$ cat config.mk
export PLATFORM = sky130hd
export DESIGN_NAME = swb_bridge_top
export DESIGN_NICKNAME = d
export VERILOG_FILES = /design/src/hdl/swb_pkg.sv /design/src/hdl/swb_bridge_top.sv /design/src/hdl/swb_slot_engine.sv
export SDC_FILE = /design/constraint.sdc
export NUM_CORES = 1
export LEC_CHECK = 0
export ABC_AREA = 1
export BUFFER_PORTS_ARGS = -buffer_cell sky130_fd_sc_hd__buf_2
export CAP_MARGIN = 20
export CORE_MARGIN = 5
export CORE_UTILIZATION = 30
export CTS_CLUSTER_DIAMETER = 150
export DETAILED_ROUTE_END_ITERATION = 7
export GPL_TIMING_DRIVEN = 0
export RECOVER_POWER = 100
export SLEW_MARGIN = 20
export SYNTH_ARGS = -nofsm -noshare
export SYNTH_HDL_FRONTEND = slang
export SYNTH_SLANG_ARGS = --single-unit
$ cat constraint.sdc
create_clock -name clk -period 4.1 [get_ports clk]
set_input_delay 0.41 -clock clk [delete_from_list [all_inputs] [get_ports clk]]
set_output_delay 0.41 -clock clk [all_outputs]
set_load 0.03 [all_outputs]
$ cat src/hdl/swb_pkg.sv
package swb_pkg;

  // clock rate and counter width
  localparam int unsigned CLK_MHZ = 125;
  localparam int          CNT_W   = 20;

  // least times round up to whole clock cycles
  function automatic logic [CNT_W-1:0] ceil_cyc(input int unsigned ns);
    return CNT_W'((ns * CLK_MHZ + 999) / 1000);
  endfunction : ceil_cyc

  // host command codes and our bus address
  localparam logic [7:0] CMD_RESET = 8'hb4;
  localparam logic [7:0] CMD_SBIT  = 8'h87;
  localparam logic [6:0] DEV_ADDR  = 7'h18;
  localparam int         SBIT_POS  = 7;    // slot value is the first (top) bit of the bit byte

  // status byte layout
  localparam int         ST_BUSY    = 0;
  localparam int         ST_PPD     = 1;
  localparam int         ST_SD      = 2;
  localparam int         ST_LL      = 3;
  localparam int         ST_SBR     = 5;
  localparam logic [7:0] STATUS_RST = 8'h00;

  // line timing, standard speed, in ns
  localparam int unsigned RSTL_STD_NS = 560000;
  localparam int unsigned RSTH_STD_NS = 560000;
  localparam int unsigned MSP_STD_NS  = 68000;
  localparam int unsigned SI_STD_NS   = 8000;
  localparam int unsigned SLOT_STD_NS = 70000;
  localparam int unsigned MSR_STD_NS  = 15000;
  localparam int unsigned W0L_STD_NS  = 60000;
  localparam int unsigned W1L_STD_NS  = 8000;
  // line timing, overdrive speed, in ns
  localparam int unsigned RSTL_OD_NS  = 70000;
  localparam int unsigned RSTH_OD_NS  = 70000;
  localparam int unsigned MSP_OD_NS   = 9000;
  localparam int unsigned SI_OD_NS    = 1000;
  localparam int unsigned SLOT_OD_NS  = 10000;
  localparam int unsigned MSR_OD_NS   = 2000;
  localparam int unsigned W0L_OD_NS   = 8000;
  localparam int unsigned W1L_OD_NS   = 1000;
  localparam int unsigned APU_NS      = 250;
  // latest start of line activity after the host edge, in ps
  localparam int unsigned START_MAX_PS = 262500;

  // cycle counts
  localparam logic [CNT_W-1:0] RSTL_STD_CYC = ceil_cyc(RSTL_STD_NS);
  localparam logic [CNT_W-1:0] RSTH_STD_CYC = ceil_cyc(RSTH_STD_NS);
  localparam logic [CNT_W-1:0] MSP_STD_CYC  = ceil_cyc(MSP_STD_NS);
  localparam logic [CNT_W-1:0] SI_STD_CYC   = ceil_cyc(SI_STD_NS);
  localparam logic [CNT_W-1:0] SLOT_STD_CYC = ceil_cyc(SLOT_STD_NS);
  localparam logic [CNT_W-1:0] MSR_STD_CYC  = ceil_cyc(MSR_STD_NS);
  localparam logic [CNT_W-1:0] W0L_STD_CYC  = ceil_cyc(W0L_STD_NS);
  localparam logic [CNT_W-1:0] W1L_STD_CYC  = ceil_cyc(W1L_STD_NS);
  localparam logic [CNT_W-1:0] RSTL_OD_CYC  = ceil_cyc(RSTL_OD_NS);
  localparam logic [CNT_W-1:0] RSTH_OD_CYC  = ceil_cyc(RSTH_OD_NS);
  localparam logic [CNT_W-1:0] MSP_OD_CYC   = ceil_cyc(MSP_OD_NS);
  localparam logic [CNT_W-1:0] SI_OD_CYC    = ceil_cyc(SI_OD_NS);
  localparam logic [CNT_W-1:0] SLOT_OD_CYC  = ceil_cyc(SLOT_OD_NS);
  localparam logic [CNT_W-1:0] MSR_OD_CYC   = ceil_cyc(MSR_OD_NS);
  localparam logic [CNT_W-1:0] W0L_OD_CYC   = ceil_cyc(W0L_OD_NS);
  localparam logic [CNT_W-1:0] W1L_OD_CYC   = ceil_cyc(W1L_OD_NS);
  localparam logic [CNT_W-1:0] APU_CYC      = ceil_cyc(APU_NS);
  // longest time rounds down
  localparam int unsigned      START_MAX_CYC = START_MAX_PS * CLK_MHZ / 1000000;

  // state encodings
  typedef enum logic [1:0] {ENG_IDLE = 2'h1, ENG_RUN = 2'h2} swb_eng_st_t;
  typedef enum logic [5:0] {
    I2C_IDLE  = 6'h01,
    I2C_ADDR  = 6'h02,
    I2C_CMD   = 6'h04,
    I2C_PARAM = 6'h08,
    I2C_READ  = 6'h10,
    I2C_SKIP  = 6'h20
  } swb_i2c_st_t;

  typedef struct packed {logic od; logic active_pullup_enable; logic strong_pullup_enable;} swb_cfg_t;
  typedef struct packed {
    logic sd_stb; logic sd_val; logic ppd_stb; logic ppd_val; logic sbr_stb; logic sbr_val;
  } swb_evt_t;
  typedef struct packed {
    logic [CNT_W-1:0] total; logic [CNT_W-1:0] low; logic [CNT_W-1:0] pt_a; logic [CNT_W-1:0] pt_b;
  } swb_tim_t;

  typedef struct packed {
    swb_eng_st_t st; logic is_rst; logic od; logic active_pullup_enable; logic bitv;
    logic [CNT_W-1:0] cnt; logic drv_lo; logic drv_hi; swb_evt_t evt;
  } swb_eng_t;

  typedef struct packed {
    swb_i2c_st_t st; logic [1:0] scl_sy; logic [1:0] sda_sy; logic scl_d; logic sda_d;
    logic [7:0] ln_s1; logic [7:0] ln_s2; logic [3:0] bitn; logic [7:0] sh; logic [7:0] tx;
    logic rw; logic arm_rst; logic go_rst; logic go_slot; logic slot_bit; logic eng_busy_d;
    logic spu_on; logic [7:0] status; logic rd_ptr_status; logic sda_oe;
    logic [7:0] line_out; logic [7:0] line_oe;
  } swb_top_t;

  localparam swb_eng_t ENG_RST = '{st: ENG_IDLE, default: '0};
  localparam swb_top_t TOP_RST = '{st: I2C_IDLE, status: STATUS_RST, default: '0};

endpackage : swb_pkg

$ cat src/hdl/swb_bridge_top.sv
// What this block does
// the reset command code, with no parameter, starts a reset-low and presence cycle on the chosen channel.
// during reset the line is sampled at the short and presence points and both flags are reported.
// busy lasts low plus high reset time, presence and short flags update at their offsets past the low.
// a reset code that arrives while busy is not acknowledged and causes no line activity.
// reset activity starts within 262.5 ns of the falling clock edge ending the code acknowledge.
// an accepted reset leaves the read pointer on the status byte for busy polling.
// the host should keep the strong pullup off during a reset, or presence may read wrong.
// both commands shape the line by the current speed, active pullup and strong pullup settings.
// the single-slot command writes a zero slot for value 0 and a write-one read slot for value 1.
// in every single slot the line is sampled at the read point into the slot result flag.
// a single-slot code that arrives while busy leaves code and bit byte unacknowledged and is dropped.
// slot activity starts within 262.5 ns of the falling clock edge after the top bit of the bit byte.
// busy reads 1 for the slot length during a single slot.
// an accepted single-slot command leaves the read pointer on the status byte.
// the slot value is bit 7 of the bit byte, the other seven bits are ignored.
// busy clears once the reset cycle or slot has run out, so the next command is accepted.
`timescale 1ns/1ps
`default_nettype none
module swb_bridge_top #(
  parameter logic [swb_pkg::CNT_W-1:0] RSTL_STD = swb_pkg::RSTL_STD_CYC, // reset low, standard
  parameter logic [swb_pkg::CNT_W-1:0] RSTH_STD = swb_pkg::RSTH_STD_CYC, // reset high, standard
  parameter logic [swb_pkg::CNT_W-1:0] MSP_STD  = swb_pkg::MSP_STD_CYC,  // presence sample
  parameter logic [swb_pkg::CNT_W-1:0] SLOT_STD = swb_pkg::SLOT_STD_CYC, // slot length
  parameter logic [swb_pkg::CNT_W-1:0] W0L_STD  = swb_pkg::W0L_STD_CYC,  // write-zero low
  parameter logic [swb_pkg::CNT_W-1:0] RSTL_OD  = swb_pkg::RSTL_OD_CYC,  // reset low, overdrive
  parameter logic [swb_pkg::CNT_W-1:0] RSTH_OD  = swb_pkg::RSTH_OD_CYC   // reset high, overdrive
) (
  input  wire logic              clk,             // system clock, 125 MHz
  input  wire logic              rst,             // async reset, active high
  input  wire logic              scl,             // host serial clock pin
  input  wire logic              sda_in,          // host data pin level
  output logic                   sda_out,         // host data drive value
  output logic                   sda_oe,          // host data pulled low when high
  input  wire logic [2:0]        chan_sel,        // selected line channel
  input  wire swb_pkg::swb_cfg_t cfg,             // speed, active and strong pullup
  input  wire logic [7:0]        line_in,         // line pin levels
  output logic [7:0]             line_out,        // line drive values
  output logic [7:0]             line_oe,         // line drive enables
  output logic [7:0]             status_o,        // status byte
  output logic                   read_ptr_status  // read pointer rests on status
);
  import swb_pkg::*;

  localparam int START_WIN = int'(START_MAX_CYC);

  swb_top_t s;
  swb_top_t n;

  logic     scl_rise;
  logic     scl_fall;
  logic     bus_start;
  logic     bus_stop;
  logic     sel_lvl;
  logic     line_drive;
  logic     eng_busy;
  logic     eng_lo;
  logic     eng_hi;
  swb_evt_t eng_evt;

  // one-hot lane of the chosen channel
  function automatic logic [7:0] chan_mask(input logic [2:0] c);
    return 8'h01 << c;
  endfunction : chan_mask

  // host pin events, seen only after the two synchroniser stages
  assign scl_rise  = s.scl_sy[1] && !s.scl_d;
  assign scl_fall  = !s.scl_sy[1] && s.scl_d;
  assign bus_start = s.scl_sy[1] && s.scl_d && s.sda_d && !s.sda_sy[1];
  assign bus_stop  = s.scl_sy[1] && s.scl_d && !s.sda_d && s.sda_sy[1];
  assign sel_lvl   = s.ln_s2[chan_sel];

  // strong pullup counts as a drive so the wire stays hard high after a slot
  assign line_drive = eng_lo || eng_hi || s.spu_on;

  swb_slot_engine #(
    .RSTL_STD (RSTL_STD),
    .RSTH_STD (RSTH_STD),
    .MSP_STD  (MSP_STD),
    .SLOT_STD (SLOT_STD),
    .W0L_STD  (W0L_STD),
    .RSTL_OD  (RSTL_OD),
    .RSTH_OD  (RSTH_OD)
  ) u_engine (
    .clk        (clk),
    .rst        (rst),
    .go_reset   (s.go_rst),
    .go_slot    (s.go_slot),
    .slot_bit   (s.slot_bit),
    .cfg        (cfg),
    .line_lvl   (sel_lvl),
    .busy       (eng_busy),
    .drive_low  (eng_lo),
    .drive_high (eng_hi),
    .evt        (eng_evt)
  );

  // next state of the whole top
  always_comb begin
    n = s;
    // synchronisers: stage one feeds stage two only
    n.scl_sy     = {s.scl_sy[0], scl};
    n.sda_sy     = {s.sda_sy[0], sda_in};
    n.scl_d      = s.scl_sy[1];
    n.sda_d      = s.sda_sy[1];
    n.ln_s1      = line_in;
    n.ln_s2      = s.ln_s1;
    n.go_rst     = 1'b0;
    n.go_slot    = 1'b0;
    n.eng_busy_d = eng_busy;

    // status byte follows the engine
    n.status[ST_BUSY] = eng_busy;
    n.status[ST_LL]   = sel_lvl;
    if (eng_evt.sd_stb) begin
      n.status[ST_SD] = eng_evt.sd_val;
    end
    if (eng_evt.ppd_stb) begin
      n.status[ST_PPD] = eng_evt.ppd_val;
    end
    if (eng_evt.sbr_stb) begin
      n.status[ST_SBR] = eng_evt.sbr_val;
    end

    // strong pullup switches on as a cycle ends and off as the next one starts
    if (s.go_rst || s.go_slot) begin
      n.spu_on = 1'b0;
    end else if (s.eng_busy_d && !eng_busy && cfg.strong_pullup_enable) begin
      n.spu_on = 1'b1;
    end

    // line pins: only the chosen channel ever moves
    n.line_oe  = line_drive ? chan_mask(chan_sel) : 8'h00;
    n.line_out = eng_lo ? 8'h00 : chan_mask(chan_sel);

    // host byte engine; data moves only on clock falls, so own drive never looks like start
    if (bus_start) begin
      n.st     = I2C_ADDR;
      n.bitn   = 4'h0;
      n.sda_oe = 1'b0;
    end else if (bus_stop) begin
      n.st      = I2C_IDLE;
      n.sda_oe  = 1'b0;
      n.arm_rst = 1'b0;
    end else if (s.st != I2C_IDLE) begin
      if (scl_rise) begin
        n.sh   = {s.sh[6:0], s.sda_sy[1]};
        n.bitn = s.bitn + 4'h1;
      end else if (scl_fall) begin
        if (s.bitn == 4'h8) begin
          // eighth bit done: decide the acknowledge
          n.sda_oe = 1'b0;
          case (s.st)
            I2C_ADDR: begin
              if (s.sh[7:1] == DEV_ADDR) begin
                n.sda_oe = 1'b1;
                n.rw     = s.sh[0];
              end else begin
                n.st = I2C_SKIP;
              end
            end
            I2C_CMD: begin
              if (eng_busy) begin
                n.st = I2C_SKIP;
              end else if (s.sh == CMD_RESET) begin
                n.sda_oe        = 1'b1;
                n.arm_rst       = 1'b1;
                n.rd_ptr_status = 1'b1;
              end else if (s.sh == CMD_SBIT) begin
                n.sda_oe        = 1'b1;
                n.rd_ptr_status = 1'b1;
              end else begin
                n.st = I2C_SKIP;             // codes this block does not run
              end
            end
            I2C_PARAM: begin
              n.sda_oe = 1'b1;
            end
            default: begin
              n.sda_oe = 1'b0;
            end
          endcase
        end else if (s.bitn == 4'h9) begin
          // acknowledge clock done
          n.bitn   = 4'h0;
          n.sda_oe = 1'b0;
          case (s.st)
            I2C_ADDR: begin
              n.st = s.rw ? I2C_READ : I2C_CMD;
              if (s.rw) begin
                n.tx     = s.status;
                n.sda_oe = !s.status[7];
              end
            end
            I2C_CMD: begin
              if (s.arm_rst) begin
                n.go_rst  = 1'b1;
                n.arm_rst = 1'b0;
                n.st      = I2C_SKIP;
              end else begin
                n.st = I2C_PARAM;
              end
            end
            I2C_READ: begin
              // host acknowledge repeats the status byte, a refusal ends the read
              if (!s.sh[0]) begin
                n.tx     = s.status;
                n.sda_oe = !s.status[7];
              end else begin
                n.st = I2C_SKIP;
              end
            end
            default: begin
              n.st = I2C_SKIP;
            end
          endcase
        end else begin
          if (s.st == I2C_READ) begin
            n.sda_oe = !s.tx[3'(4'h7 - s.bitn)];
          end
          // slot starts as soon as the top bit is in, before the rest of the byte
          if ((s.st == I2C_PARAM) && (s.bitn == 4'h1)) begin
            n.go_slot  = 1'b1;
            n.slot_bit = s.sh[0];
          end
        end
      end
    end
  end

  always_ff @(posedge clk or posedge rst) begin
    if (rst) begin
      s <= TOP_RST;
    end else begin
      s <= n;
    end
  end

  // outputs straight from the state register; data line is open drain
  assign sda_out         = 1'b0;
  assign sda_oe          = s.sda_oe;
  assign line_out        = s.line_out;
  assign line_oe         = s.line_oe;
  assign status_o        = s.status;
  assign read_ptr_status = s.rd_ptr_status;
endmodule : swb_bridge_top
`default_nettype wire

$ cat src/hdl/swb_slot_engine.sv
`timescale 1ns/1ps
`default_nettype none
module swb_slot_engine #(
  parameter logic [swb_pkg::CNT_W-1:0] RSTL_STD = swb_pkg::RSTL_STD_CYC, // reset low, standard
  parameter logic [swb_pkg::CNT_W-1:0] RSTH_STD = swb_pkg::RSTH_STD_CYC, // reset high, standard
  parameter logic [swb_pkg::CNT_W-1:0] MSP_STD  = swb_pkg::MSP_STD_CYC,  // presence sample
  parameter logic [swb_pkg::CNT_W-1:0] SLOT_STD = swb_pkg::SLOT_STD_CYC, // slot length
  parameter logic [swb_pkg::CNT_W-1:0] W0L_STD  = swb_pkg::W0L_STD_CYC,  // write-zero low
  parameter logic [swb_pkg::CNT_W-1:0] RSTL_OD  = swb_pkg::RSTL_OD_CYC,  // reset low, overdrive
  parameter logic [swb_pkg::CNT_W-1:0] RSTH_OD  = swb_pkg::RSTH_OD_CYC   // reset high, overdrive
) (
  input  wire logic              clk,        // system clock
  input  wire logic              rst,        // async reset, active high
  input  wire logic              go_reset,   // start reset/presence cycle
  input  wire logic              go_slot,    // start single time slot
  input  wire logic              slot_bit,   // value written in the slot
  input  wire swb_pkg::swb_cfg_t cfg,        // speed and pullup settings
  input  wire logic              line_lvl,   // synchronised line level
  output logic                   busy,       // cycle in progress
  output logic                   drive_low,  // pull the line low
  output logic                   drive_high, // active pullup pulse
  output swb_pkg::swb_evt_t      evt         // sample strobes and values
);
  import swb_pkg::*;

  swb_eng_t s;
  swb_eng_t n;
  swb_tim_t t;
  logic [CNT_W-1:0] nxt;

  // per-command waveform figures, chosen by kind and speed
  function automatic swb_tim_t timing(input logic is_rst, input logic od, input logic bitv);
    swb_tim_t r;
    if (is_rst) begin
      r.low   = od ? RSTL_OD : RSTL_STD;
      r.total = r.low + (od ? RSTH_OD : RSTH_STD);
      r.pt_a  = r.low + (od ? SI_OD_CYC : SI_STD_CYC);
      r.pt_b  = r.low + (od ? MSP_OD_CYC : MSP_STD);
    end else begin
      r.low   = od ? (bitv ? W1L_OD_CYC : W0L_OD_CYC) : (bitv ? W1L_STD_CYC : W0L_STD);
      r.total = od ? SLOT_OD_CYC : SLOT_STD;
      r.pt_a  = od ? MSR_OD_CYC : MSR_STD_CYC;
      r.pt_b  = r.total; // never reached in a slot
    end
    return r;
  endfunction : timing

  assign t   = timing(s.is_rst, s.od, s.bitv);
  assign nxt = s.cnt + CNT_W'(1);

  // next state: one counter walks the whole cycle, phases are compares against it
  always_comb begin
    n     = s;
    n.evt = '0;
    case (s.st)
      ENG_IDLE: begin
        if (go_reset || go_slot) begin
          n.st     = ENG_RUN;
          n.is_rst = go_reset;
          n.od     = cfg.od;
          n.active_pullup_enable    = cfg.active_pullup_enable;
          n.bitv   = slot_bit;
          n.cnt    = '0;
          n.drv_lo = 1'b1;
          n.drv_hi = 1'b0;
        end
      end
      ENG_RUN: begin
        n.cnt    = nxt;
        n.drv_lo = (nxt < t.low);
        n.drv_hi = s.active_pullup_enable && (nxt >= t.low) && (nxt < t.low + APU_CYC);
        // a low line at the first reset sample means a short, at the second a presence
        if (s.cnt == t.pt_a) begin
          if (s.is_rst) begin
            n.evt.sd_stb = 1'b1;
            n.evt.sd_val = !line_lvl;
          end else begin
            n.evt.sbr_stb = 1'b1;
            n.evt.sbr_val = line_lvl;
          end
        end
        if (s.is_rst && (s.cnt == t.pt_b)) begin
          n.evt.ppd_stb = 1'b1;
          n.evt.ppd_val = !line_lvl;
        end
        if (s.cnt == t.total - CNT_W'(1)) begin
          n.st     = ENG_IDLE;
          n.cnt    = '0;
          n.drv_lo = 1'b0;
          n.drv_hi = 1'b0;
        end
      end
      default: n = ENG_RST;
    endcase
  end

  always_ff @(posedge clk or posedge rst) begin
    if (rst) begin
      s <= ENG_RST;
    end else begin
      s <= n;
    end
  end

  assign busy       = (s.st == ENG_RUN);
  assign drive_low  = s.drv_lo;
  assign drive_high = s.drv_hi;
  assign evt        = s.evt;
endmodule : swb_slot_engine
`default_nettype wire
==> out/results.ini, run 1 <==
[setup_path]
cp_max_fo = 10
worstPathRequired_ns = 4.36
crit_path_start_kind = register
cpPeakStageDelay_ns = 0.67
critPathBufInv = 4
worstPathCellList = clkbuf_1 > inv_1 > ha_1 > xnor2_1 > nand4_1 > nor2_1 > nand3_1 > nand2_1 > nor2_1 > clkinv_1 > buf_4 > o21ai_0
slowest_stage = nor2_1
crit_arrival_ns = 3.77
path_class = reg -> reg
cpMostUsedCell = nor2_1
cp_top_family = buffers and inverters
cp-end-kind = register

[route]
drt_iter0_drc = 322
dr_total_vias = 5031
wire_per_inst_um = 13.13
first_pass_iters = 5
remaining_drc_errors = 0
postRouteAntennaNets = 0
totalWireLength_mm = 14.46
via_per_inst = 4.569

[place]
dpl.hpwl_mm = 11.29
port_buffers = 39
place.gp.congestion = 0.8999

[cts]
clk_pin_slew_worst_paths_ns = 0.07
numCtsBuffers = 9
postCtsSetupRepairBufs = 0
cts_tree = yes
clk_latency_ns = 0.34
clock_path_buffers = 2
cts-root-buf = clkbuf_16
cts_sinks = 108
cts_hold_buf = 0
htree_levels = 3
post_cts_resized = 0

[sta]
setup-tns-final_ns = 0
fin_worst_skew_ns = 0.01247
slew_headroom_pct = -43.93
rsz0062_at_grt = false
final_hold_viol_count = 0
fin_crit_sh_pct = 85.59
final.min_clock_period_ns = 3.509
finalMaxSlewViolations = 51
fmax_ghz = 0.2850
setup_viol = 0
whs_ns = 0.1645
tightest_slew_ns = 2.147

[run]
max_cap_viol_count = 1

[yosys]
synth_top_cell_by_area = dfrtp_1
synthCells = 767
synth-edff-count = 0
netlist_top_cells_count = nand2_1, inv_1, dfrtp_1, nor2_1
synthArstFlopShare_pct = 100.0
ys_seq_area_share_pct = 42.50
synth_cell_types = 46
synth.most_common_cell = nand2_1
post-synth-top-area-fraction_pct = 41.67
yosysWarningCount = 0
synthFlopType = dfrtp_1
netlist_area_um2 = 6365
postSynthAreaPerCell_um2 = 8.298
synth-seq-cells = 108
yosys-top-cells-area = dfrtp_1, ha_1, nand2_1

[finish]
register_area_um2 = 2705
area_growth_pct = 12.19
fillers = 2243
multi_input_area_um2 = 2945
fin_util_pct = 34.08
layout.nets = 883
antenna_cells = 0
layout-drive-gt1-share_pct = 12.23

[grt]
grtUsageTotal_pct = 12.07
grt_first_pass_wirelength_mm = 24.03
grt_pass1_vias = 4796
grt_max_degree = 60
overflow = 0
antenna_found_initial = 0

[power]
p_per_area_nw_per_um2 = 402.7
irDropWorstVdd_mv = 0.2059
finalPower_w = 0.002876
leakagePower_nw = 3.632

[floorplan]
initial_core_util_pct = 30.37
chipWidth_um = 155.7
die_area_um2 = 24230
design.core.area_um2 = 20960
rows = 53
die_h_um = 155.7
ios = 45

[outcome]
violations = max-capacitance violations, max-slew violations
status = complete, but fails checks

[min_path]
min_path_type = in -> reg

cell usage in the layout (no fill, tap or decap), drive strengths merged, types with 2 or more instances in the layout:
cell type / netlist / final
a21oi: 23 / 23
a31oi: 2 / 2
buf: 35 / 49
clkbuf: 3 / 38
clkinv: 1 / 6
clkinvlp: 0 / 3
conb: 2 / 5
dfrtp: 106 / 106
dfstp: 2 / 2
ha: 44 / 44
inv: 117 / 116
mux2: 3 / 3
mux2i: 4 / 4
nand2: 127 / 127
nand3: 54 / 54
nand4: 24 / 24
nor2: 84 / 84
nor3: 21 / 21
nor3b: 3 / 3
nor4: 4 / 4
o2111ai: 2 / 2
o211ai: 4 / 4
o21ai: 58 / 58
o22ai: 9 / 9
or2: 2 / 2
xnor2: 6 / 6
xor2: 20 / 20
registers in the layout, summed over array words and instances, names as in the netlist, 5 cells and up:
name,flops
line_out,8
u_engine.s,26
line_oe,8
n,12
s,39
u_engine.evt,6
status_o,5
cell families (layout without fill, tap and decap cells):
group / Yosys count / after routing / synth area share [%]
other: 2 / 5 / 0.1180
buffers and inverters: 156 / 212 / 10.99
AO/OA/AOI/OAI: 104 / 104 / 8.984
AND/OR/NAND/NOR: 320 / 320 / 24.02
flip-flops: 108 / 108 / 42.50
adder cells (fa/ha/maj): 44 / 44 / 8.650
XOR/XNOR: 26 / 26 / 3.578
multiplexers: 7 / 7 / 1.160
layer usage:
metal	track usage [%]	up-vias	routed length [µm]
met5	0	-	0
met3	1.803	29	703
li1	-	2587	-
met4	4.794	0	438
met2	19.36	125	6524
met1	16.44	2290	6789
final cells by class:
type | instances | share of cell area (%)
multi-input combinational | 506 | 41.25
sequential | 108 | 37.88
inverter | 118 | 6.220
tap | 275 | 4.819
buffer | 38 | 3.557
clock buffer | 9 | 3.154
timing repair buffer | 40 | 2.401
clock inverter | 7 | 0.7184
through the flow:
step / instance area, µm² / instances / worst slack (ns)
after global placement: 6915 / 1084 / -0.4493
after global routing: 7141 / 1101 / 0.4449
after detailed placement: 6948 / 1085 / 0.9440
after floorplan: 6376 / 770 / 0.8477
final: 7141 / 1101 / 0.5907
after CTS: 7224 / 1101 / 0.9311
worst paths after layout:
check | startpoint | end | slack [ns] | depth (start not counted)
worst max-delay path | u_engine.s[31] | u_engine.s[17] | 0.59 | 12
worst min-delay path | scl | n[74] | 0.16 | 1
worst max register to register | u_engine.s[31] | u_engine.s[17] | 0.59 | 12
worst min register to register | n[57] | s[57] | 0.34 | 0
max in group asynchronous | rst | s[78] | 1.34 | 3
min in group asynchronous | rst | status_o[1] | 0.62 | 2
where the power goes:
part           switching [W]  internal (W)
combinational       0.000568      0.000270
clock               0.000391      0.000414
sequential         0.0000728       0.00116
total                0.00103       0.00184
Power figures use the tool's default switching activity.
==> inputs of run 2 (changes only) <==
--- a/config.mk
+++ b/config.mk
@@ -17,4 +17,5 @@
 export SLEW_MARGIN = 20
 export SYNTH_ARGS = -nofsm -noshare
 export SYNTH_HDL_FRONTEND = slang
+export SYNTH_HIERARCHICAL = 1
 export SYNTH_SLANG_ARGS = --single-unit
==> out/results.ini, run 2 <==
[setup_path]
path_class = reg -> reg
cp_max_fo = 12  ; +2
crit_path_start_kind = register
cp-end-kind = register
r2r_cells = 17  ; +5
worstPathRequired_ns = 4.34  ; -0.02 ns
crit_arrival_ns = 3.57  ; -0.20 ns

[sta]
tightest_slew_ns = 2.476  ; +0.3293 ns
fmax_ghz = 0.3004  ; +5.4%
finalMaxSlewViolations = 58  ; +14%
whs_ns = 0.1514  ; -0.01310 ns
fin_crit_sh_pct = 81.20  ; -4.4 points
fin_worst_skew_ns = 0.01196  ; -0.0005090 ns
slew_headroom_pct = -65.09  ; -21 points
finalWorstSetupSlack_ns = 0.7708  ; +0.1800 ns
final.min_clock_period_ns = 3.329  ; -0.1800 ns
final_hold_viol_count = 0  ; unchanged
setup-tns-final_ns = 0  ; unchanged
rsz0062_at_grt = false
setup_viol = 0  ; unchanged

[floorplan]
rows = 54  ; +1.9%
initial_core_util_pct = 30.74  ; +0.36 points
design.core.area_um2 = 21960  ; +4.8%
die_h_um = 160.0  ; +2.8%
ios = 45  ; unchanged
chipWidth_um = 160.0  ; +2.8%
die_area_um2 = 25600  ; +5.6%

[finish]
layout_common_cells = nand2_1, inv_1, dfrtp_1
layout.nets = 983  ; +11%
layout_commonest_cell = nand2_1
regMostFlops = s
fillers = 2324  ; +3.6%
antenna_cells = 0  ; unchanged
largest_register_ffs = 39  ; unchanged
fin_util_pct = 34.18  ; +0.11 points
area_growth_pct = 11.22
layout-drive-gt1-share_pct = 11.69  ; -0.54 points
stdcell_count = 1204  ; +9.4%

[grt]
overflow = 0  ; unchanged
grtUsageTotal_pct = 12.40  ; +0.34 points
grt_pass1_vias = 5264  ; +9.8%
antenna_found_initial = 0  ; unchanged
grt_first_pass_wirelength_mm = 26.38  ; +9.8%
grt_max_degree = 58  ; -3.3%

[route]
wl_met1_mm = 7.493  ; +10%
dr_total_vias = 5498  ; +9.3%
drt_iter0_drc = 428  ; +33%
remaining_drc_errors = 0  ; unchanged
dr_wl_met2_mm = 7.168  ; +9.9%
first_pass_iters = 5  ; unchanged
highest_layer = met4
wire_per_inst_um = 13.11  ; -0.14%
via_per_inst = 4.566  ; about the same
postRouteAntennaNets = 0  ; unchanged
wl_met3_um = 735  ; +4.6%
totalWireLength_mm = 15.79  ; +9.2%

[yosys]
yosysWarningCount = 6  ; +6
synth-seq-cells = 108  ; unchanged
synth_cell_types = 44  ; -4.3%
yosys-top-cells-area = dfrtp_1, nand2_1, ha_1
synth_top_cell_by_area = dfrtp_1
synth.most_common_cell = nand2_1
post-synth-top-area-fraction_pct = 39.30  ; -2.4 points
postSynthAreaPerCell_um2 = 7.811  ; -5.9%
synthCells = 864  ; +13%
synth-edff-count = 0  ; unchanged
ys_seq_area_share_pct = 40.08  ; -2.4 points
synthFlopType = dfrtp_1
netlist_area_um2 = 6749  ; +6.0%
netlist_top_cells_count = nand2_1, inv_1, dfrtp_1, nor2_1, nand3_1
synthArstFlopShare_pct = 100.0  ; unchanged

[outcome]
status = complete, but fails checks
violations = max-capacitance violations, max-slew violations

[cts]
postCtsSetupRepairBufs = 0  ; unchanged
htree_levels = 3  ; unchanged
post_cts_resized = 0  ; unchanged
clk_pin_slew_worst_paths_ns = 0.08  ; about the same
clk_latency_ns = 0.37  ; +0.03 ns
cts-root-buf = clkbuf_16
cts_tree = yes
numCtsBuffers = 9  ; unchanged
cts_hold_buf = 0  ; unchanged
clock_path_buffers = 2  ; unchanged
cts_sinks = 108  ; unchanged

[place]
place_ws_ns = 0.9063  ; -0.03777 ns
port_buffers = 40  ; +2.6%
dpl.hpwl_mm = 12.14  ; +7.5%
placed_cells = 1188  ; +9.5%
place.gp.congestion = 0.9040  ; +0.46%

[power]
internal_power_w = 0.001845  ; about the same
netSwitchingFraction_pct = 37.39  ; +1.5 points
comb_power_share_pct = 28.6  ; -0.5 points
irDropWorstVdd_mv = 0.1828  ; -11%
p_clk_share_pct = 29.4  ; +1.4 points
leakagePower_nw = 3.810  ; +4.9%
p_sw_w = 0.001102  ; +6.8%
p_seq_share_pct = 42.0  ; -0.8 points
p_per_area_nw_per_um2 = 392.6  ; -2.5%

[run]
max_cap_viol_count = 1  ; unchanged

[min_path]
min_path_type = in -> async

-- run 2: cell count changes after synthesis, sizes merged, moves of 6 or more --
cell and change:
nand2 +98, nor2 +12, nand3 +11, nand4 -8, a21oi -7, o22ai +7, buf +6, xor2 -6
-- run 2: cell type report --
type / instances / area, µm² / share of cell area (%)
plain buffers: 44 / 304.0 / 4.051
clock buffers: 9 / 225.2 / 3.000
clock inverters: 7 / 65.06 / 0.8668
inverters: 119 / 449.2 / 5.984
multi-input cells: 596 / 3226 / 42.97
flip-flops and latches: 108 / 2705 / 36.04
well taps: 280 / 350.3 / 4.667
repair buffers: 41 / 181.4 / 2.417
-- run 2: per-layer routing --
layer  vias up  global-route usage, %
li1       2851                      -
met1      2499                  17.05
met2       122                  19.71
met3        26                  1.881
met4         0                  4.810
met5         -                      0
-- run 2: final timing paths --
kind | startpoint | to | slack, ns
min reg2reg | n[57] | s[57] | 0.35
max reg2reg | u_engine/s[30] | u_engine/drive_high | 0.77
max in group asynchronous | rst | line_oe[3] | 1.09
max | u_engine/s[30] | u_engine/drive_high | 0.77
min | rst | status_o[0] | 0.15
min in group clk | line_in[6] | n[59] | 0.15
-- run 2: worst max-delay path, cell delays in order (launching register included) --
cell	delay (ns)
dfrtp_1	0.65
inv_1	0.35
ha_1	0.40
inv_1	0.28
a21oi_1	0.13
xor2_1	0.17
ha_1	0.29
nand2_1	0.07
nor3b_1	0.18
nand3_1	0.10
nand3_1	0.09
nand2_1	0.05
nand2_1	0.05
nand2_1	0.05
nand2_1	0.07
a21oi_2	0.05
nand2_1	0.14
nand2_1	0.07
-- run 2: logic make-up (layout without fill, tap and decap cells) --
logic type      after synthesis  in the layout  synth area share (%)
simple gates                429            429                 29.53
buf+inv                     163            220                 11.23
flops                       108            108                 40.08
compound gates               99             99                 8.306
fa+ha+maj                    46             46                 8.528
xor+xnor                     17             17                 2.206
other cells                   2              5                0.1113
-- run 2: stage by stage --
stage / cell area (µm²) / total power, W
4_1_cts: 7631 / 0.002995
3_3_place_gp: 7311 / 0.002108
6_report: 7506 / 0.002947
3_5_place_dp: 7341 / 0.002122
2_1_floorplan: 6760 / 0.001879
5_1_grt: 7506 / 0.003154
-- run 2: power by group through the flow --
stage | Clock [W] | Sequential, W | Combinational [W]
floorplan | 0 | 0.00124 | 0.000641
global placement | 0 | 0.00126 | 0.000849
detailed placement | 0 | 0.00126 | 0.000863
CTS | 0.000891 | 0.00124 | 0.000865
global route | 0.000937 | 0.00125 | 0.000968
finish | 0.000867 | 0.00124 | 0.000842
==> inputs of run 3 (changes only) <==
--- a/config.mk
+++ b/config.mk
@@ -5,7 +5,7 @@
 export SDC_FILE = /design/constraint.sdc
 export NUM_CORES = 1
 export LEC_CHECK = 0
-export ABC_AREA = 1
+export ABC_AREA = 0
 export BUFFER_PORTS_ARGS = -buffer_cell sky130_fd_sc_hd__buf_2
 export CAP_MARGIN = 20
 export CORE_MARGIN = 5
==> constraint.sdc (replaced) <==
create_clock -name clk -period 3.2 [get_ports clk]
set_input_delay 0.32 -clock clk [delete_from_list [all_inputs] [get_ports clk]]
set_output_delay 0.32 -clock clk [all_outputs]
set_load 0.03 [all_outputs]
==> out/results.ini, run 3 <==
[outcome]
status = complete, no violations

[setup_path]
cp_max_fo = 6  ; -6
crit_path_start_kind = register
critPathBufInv = 2  ; unchanged
crit_cells = 14  ; -3
cpMostUsedCell = a21oi_1
cpPeakStageDelay_ns = 0.40  ; -0.25 ns
worstPathCellList = buf_6 > nand4_1 > buf_4 > nor2_1 > and3_4 > xor2_4 > ha_1 > a21oi_1 > nor2b_1 > o21ai_0 > a21oi_1 > o41a_1 > o21bai_2 > a32o_1
path_class = reg -> reg
crit_arrival_ns = 3.40  ; -0.17 ns
slowest_stage = dfrtp_1
worstPathRequired_ns = 3.44  ; -0.90 ns
cp-end-kind = register
r2r_cells = 14  ; -3
cp_top_family = compound AO/OA/AOI/OAI gates

[sta]
fmax_ghz = 0.3170  ; +5.5%
rsz0062_at_grt = true
setup-tns-final_ns = 0  ; unchanged
fin_crit_sh_pct = 98.58  ; +17 points
whs_ns = 0.07511  ; -0.07628 ns
fin_worst_skew_ns = 0.01251  ; +0.0005539 ns
slew_headroom_pct = 3.901  ; +69 points
tightest_slew_ns = 1.441  ; -1.035 ns
finalMaxSlewViolations = 0  ; -100%
setup_viol = 0  ; unchanged
final.min_clock_period_ns = 3.154  ; -0.1748 ns
final_hold_viol_count = 0  ; unchanged

[finish]
layout_common_cells = dfrtp_1, buf_4, ha_1
largest_register_ffs = 39  ; unchanged
regMostFlops = s
layout.nets = 777  ; -21%
antenna_cells = 0  ; unchanged
layout_commonest_cell = dfrtp_1
area_growth_pct = 19.48
layout-drive-gt1-share_pct = 25.07  ; +13 points

[route]
via_per_inst = 4.968  ; +8.8%
remaining_drc_errors = 0  ; unchanged
postRouteAntennaNets = 0  ; unchanged
first_pass_iters = 5  ; unchanged
drt_iter0_drc = 322  ; -25%
totalWireLength_mm = 15.42  ; -2.3%
dr_total_vias = 4933  ; -10%
wire_per_inst_um = 15.53  ; +18%

[yosys]
ys_seq_area_share_pct = 41.95  ; +1.9 points
netlist_area_um2 = 6449  ; -4.4%
synthCells = 631  ; -27%
synth.most_common_cell = dfrtp_1
post-synth-top-area-fraction_pct = 41.13  ; +1.8 points
yosysWarningCount = 6  ; unchanged
netlist_top_cells_count = dfrtp_1, ha_1, inv_1, nand2_1, buf_4
synthArstFlopShare_pct = 100.0  ; unchanged
synthFlopType = dfrtp_1
synth-seq-cells = 108  ; unchanged
synth-edff-count = 0  ; unchanged
synth_cell_types = 81  ; +84%
yosys-top-cells-area = dfrtp_1, ha_1, buf_4
synth_top_cell_by_area = dfrtp_1
postSynthAreaPerCell_um2 = 10.22  ; +31%

[power]
leakagePower_nw = 3.473  ; -8.9%
irDropWorstVdd_mv = 0.2297  ; +26%
p_per_area_nw_per_um2 = 435.0  ; +11%

[grt]
antenna_found_initial = 0  ; unchanged
grt_first_pass_wirelength_mm = 25.33  ; -4.0%
grt_pass1_vias = 4855  ; -7.8%
grtUsageTotal_pct = 12.72  ; +0.31 points
overflow = 0  ; unchanged
grt_max_degree = 59  ; +1.7%

[cts]
cts_tree = yes
clock_path_buffers = 2  ; unchanged
cts_sinks = 108  ; unchanged
clk_latency_ns = 0.35  ; -0.02 ns
htree_levels = 3  ; unchanged
clk_pin_slew_worst_paths_ns = 0.08  ; about the same
numCtsBuffers = 9  ; unchanged
cts-root-buf = clkbuf_16

[place]
place.gp.congestion = 0.8428  ; -6.8%
port_buffers = 38  ; -5.0%
dpl.hpwl_mm = 11.35  ; -6.5%

[floorplan]
ios = 45  ; unchanged
die_h_um = 156.6  ; -2.1%
chipWidth_um = 156.6  ; -2.1%
initial_core_util_pct = 30.58  ; -0.15 points
die_area_um2 = 24530  ; -4.2%
rows = 53  ; -1.9%
design.core.area_um2 = 21090  ; -4.0%

[run]
max_cap_viol_count = 0  ; -1

[min_path]
holdPathStages = 1
min_path_type = in -> reg

run 3: changes by cell type after synthesis, sizes merged, moves of 21 or more:
cell / before / now
inv: 117 / 36
mux2: 0 / 21
nand2: 225 / 36
nand3: 65 / 20
nor2: 96 / 34
o21ai: 58 / 33
run 3: area by class of cell:
type,count,area (µm²)
Fill cell,2132,13380
Multi-Input combinational cell,431,3369
Sequential cell,108,2709
Buffer,57,404.1
Timing Repair Buffer,69,397.9
Tap cell,275,344.1
Clock buffer,10,239.0
Inverter,37,146.4
Clock inverter,6,95.09
run 3: path summary, 6_finish.rpt:
check	endpoint	slack [ns]	from
min in group asynchronous	u_engine/s[17]	0.55	rst
hold / removal	n[60]	0.08	line_in[7]
hold reg to reg	s[58]	0.35	n[58]
setup reg to reg	u_engine/drive_high	0.05	u_engine/s[8]
max in group asynchronous	s[45]	0.82	rst
setup / recovery	u_engine/drive_high	0.05	u_engine/s[8]
run 3: what timing repair did:
| action | CTS | global route |
|---|---|---|
| buffers inserted | 13 | 15 |
| hold buffers | 1 | 0 |
| pin swaps | 3 | 13 |
| endpoints found under the hold margin | 27 | 0 |
| endpoints found under the setup margin | 24 | 21 |
| resized for setup | 19 | 27 |
run 3: through the flow:
step	setup slack [ns]	util, %	area [µm²]	cells	total power, W
finish	0.04557	36.54	7705	993	0.003351
global route	-0.01423	36.54	7705	993	0.003505
CTS	0.003021	35.88	7567	978	0.003375
detailed placement	-0.5490	33.40	7044	949	0.002082
global placement	-0.6437	33.17	6994	947	0.002061
floorplan	0.2144	-	6460	634	0.001932
run 3: metal layers:
| layer | part of all wire [%] | track usage [%] | vias to the layer above |
|---|---|---|---|
| li1 | - | - | 2389 |
| met1 | 46 | 17.24 | 2406 |
| met2 | 48 | 21.16 | 116 |
| met3 | 4.6 | 1.715 | 22 |
| met4 | 1.9 | 3.926 | 0 |
| met5 | 0 | 0 | - |
run 3: cell families after synthesis:
logic type | Yosys count | synth area share, %
buf+inv | 95 | 8.168
xor+xnor | 29 | 3.939
other cells | 2 | 0.1165
flops | 108 | 41.95
fa+ha+maj | 46 | 8.925
mux | 27 | 5.045
compound gates | 115 | 12.40
simple gates | 209 | 19.46
run 3: power breakdown:
group | total, W | switching (W) | internal (W)
clock network | 0.00124 | 0.000528 | 0.000717
registers | 0.00154 | 0.0000824 | 0.00145
logic | 0.000570 | 0.000313 | 0.000257
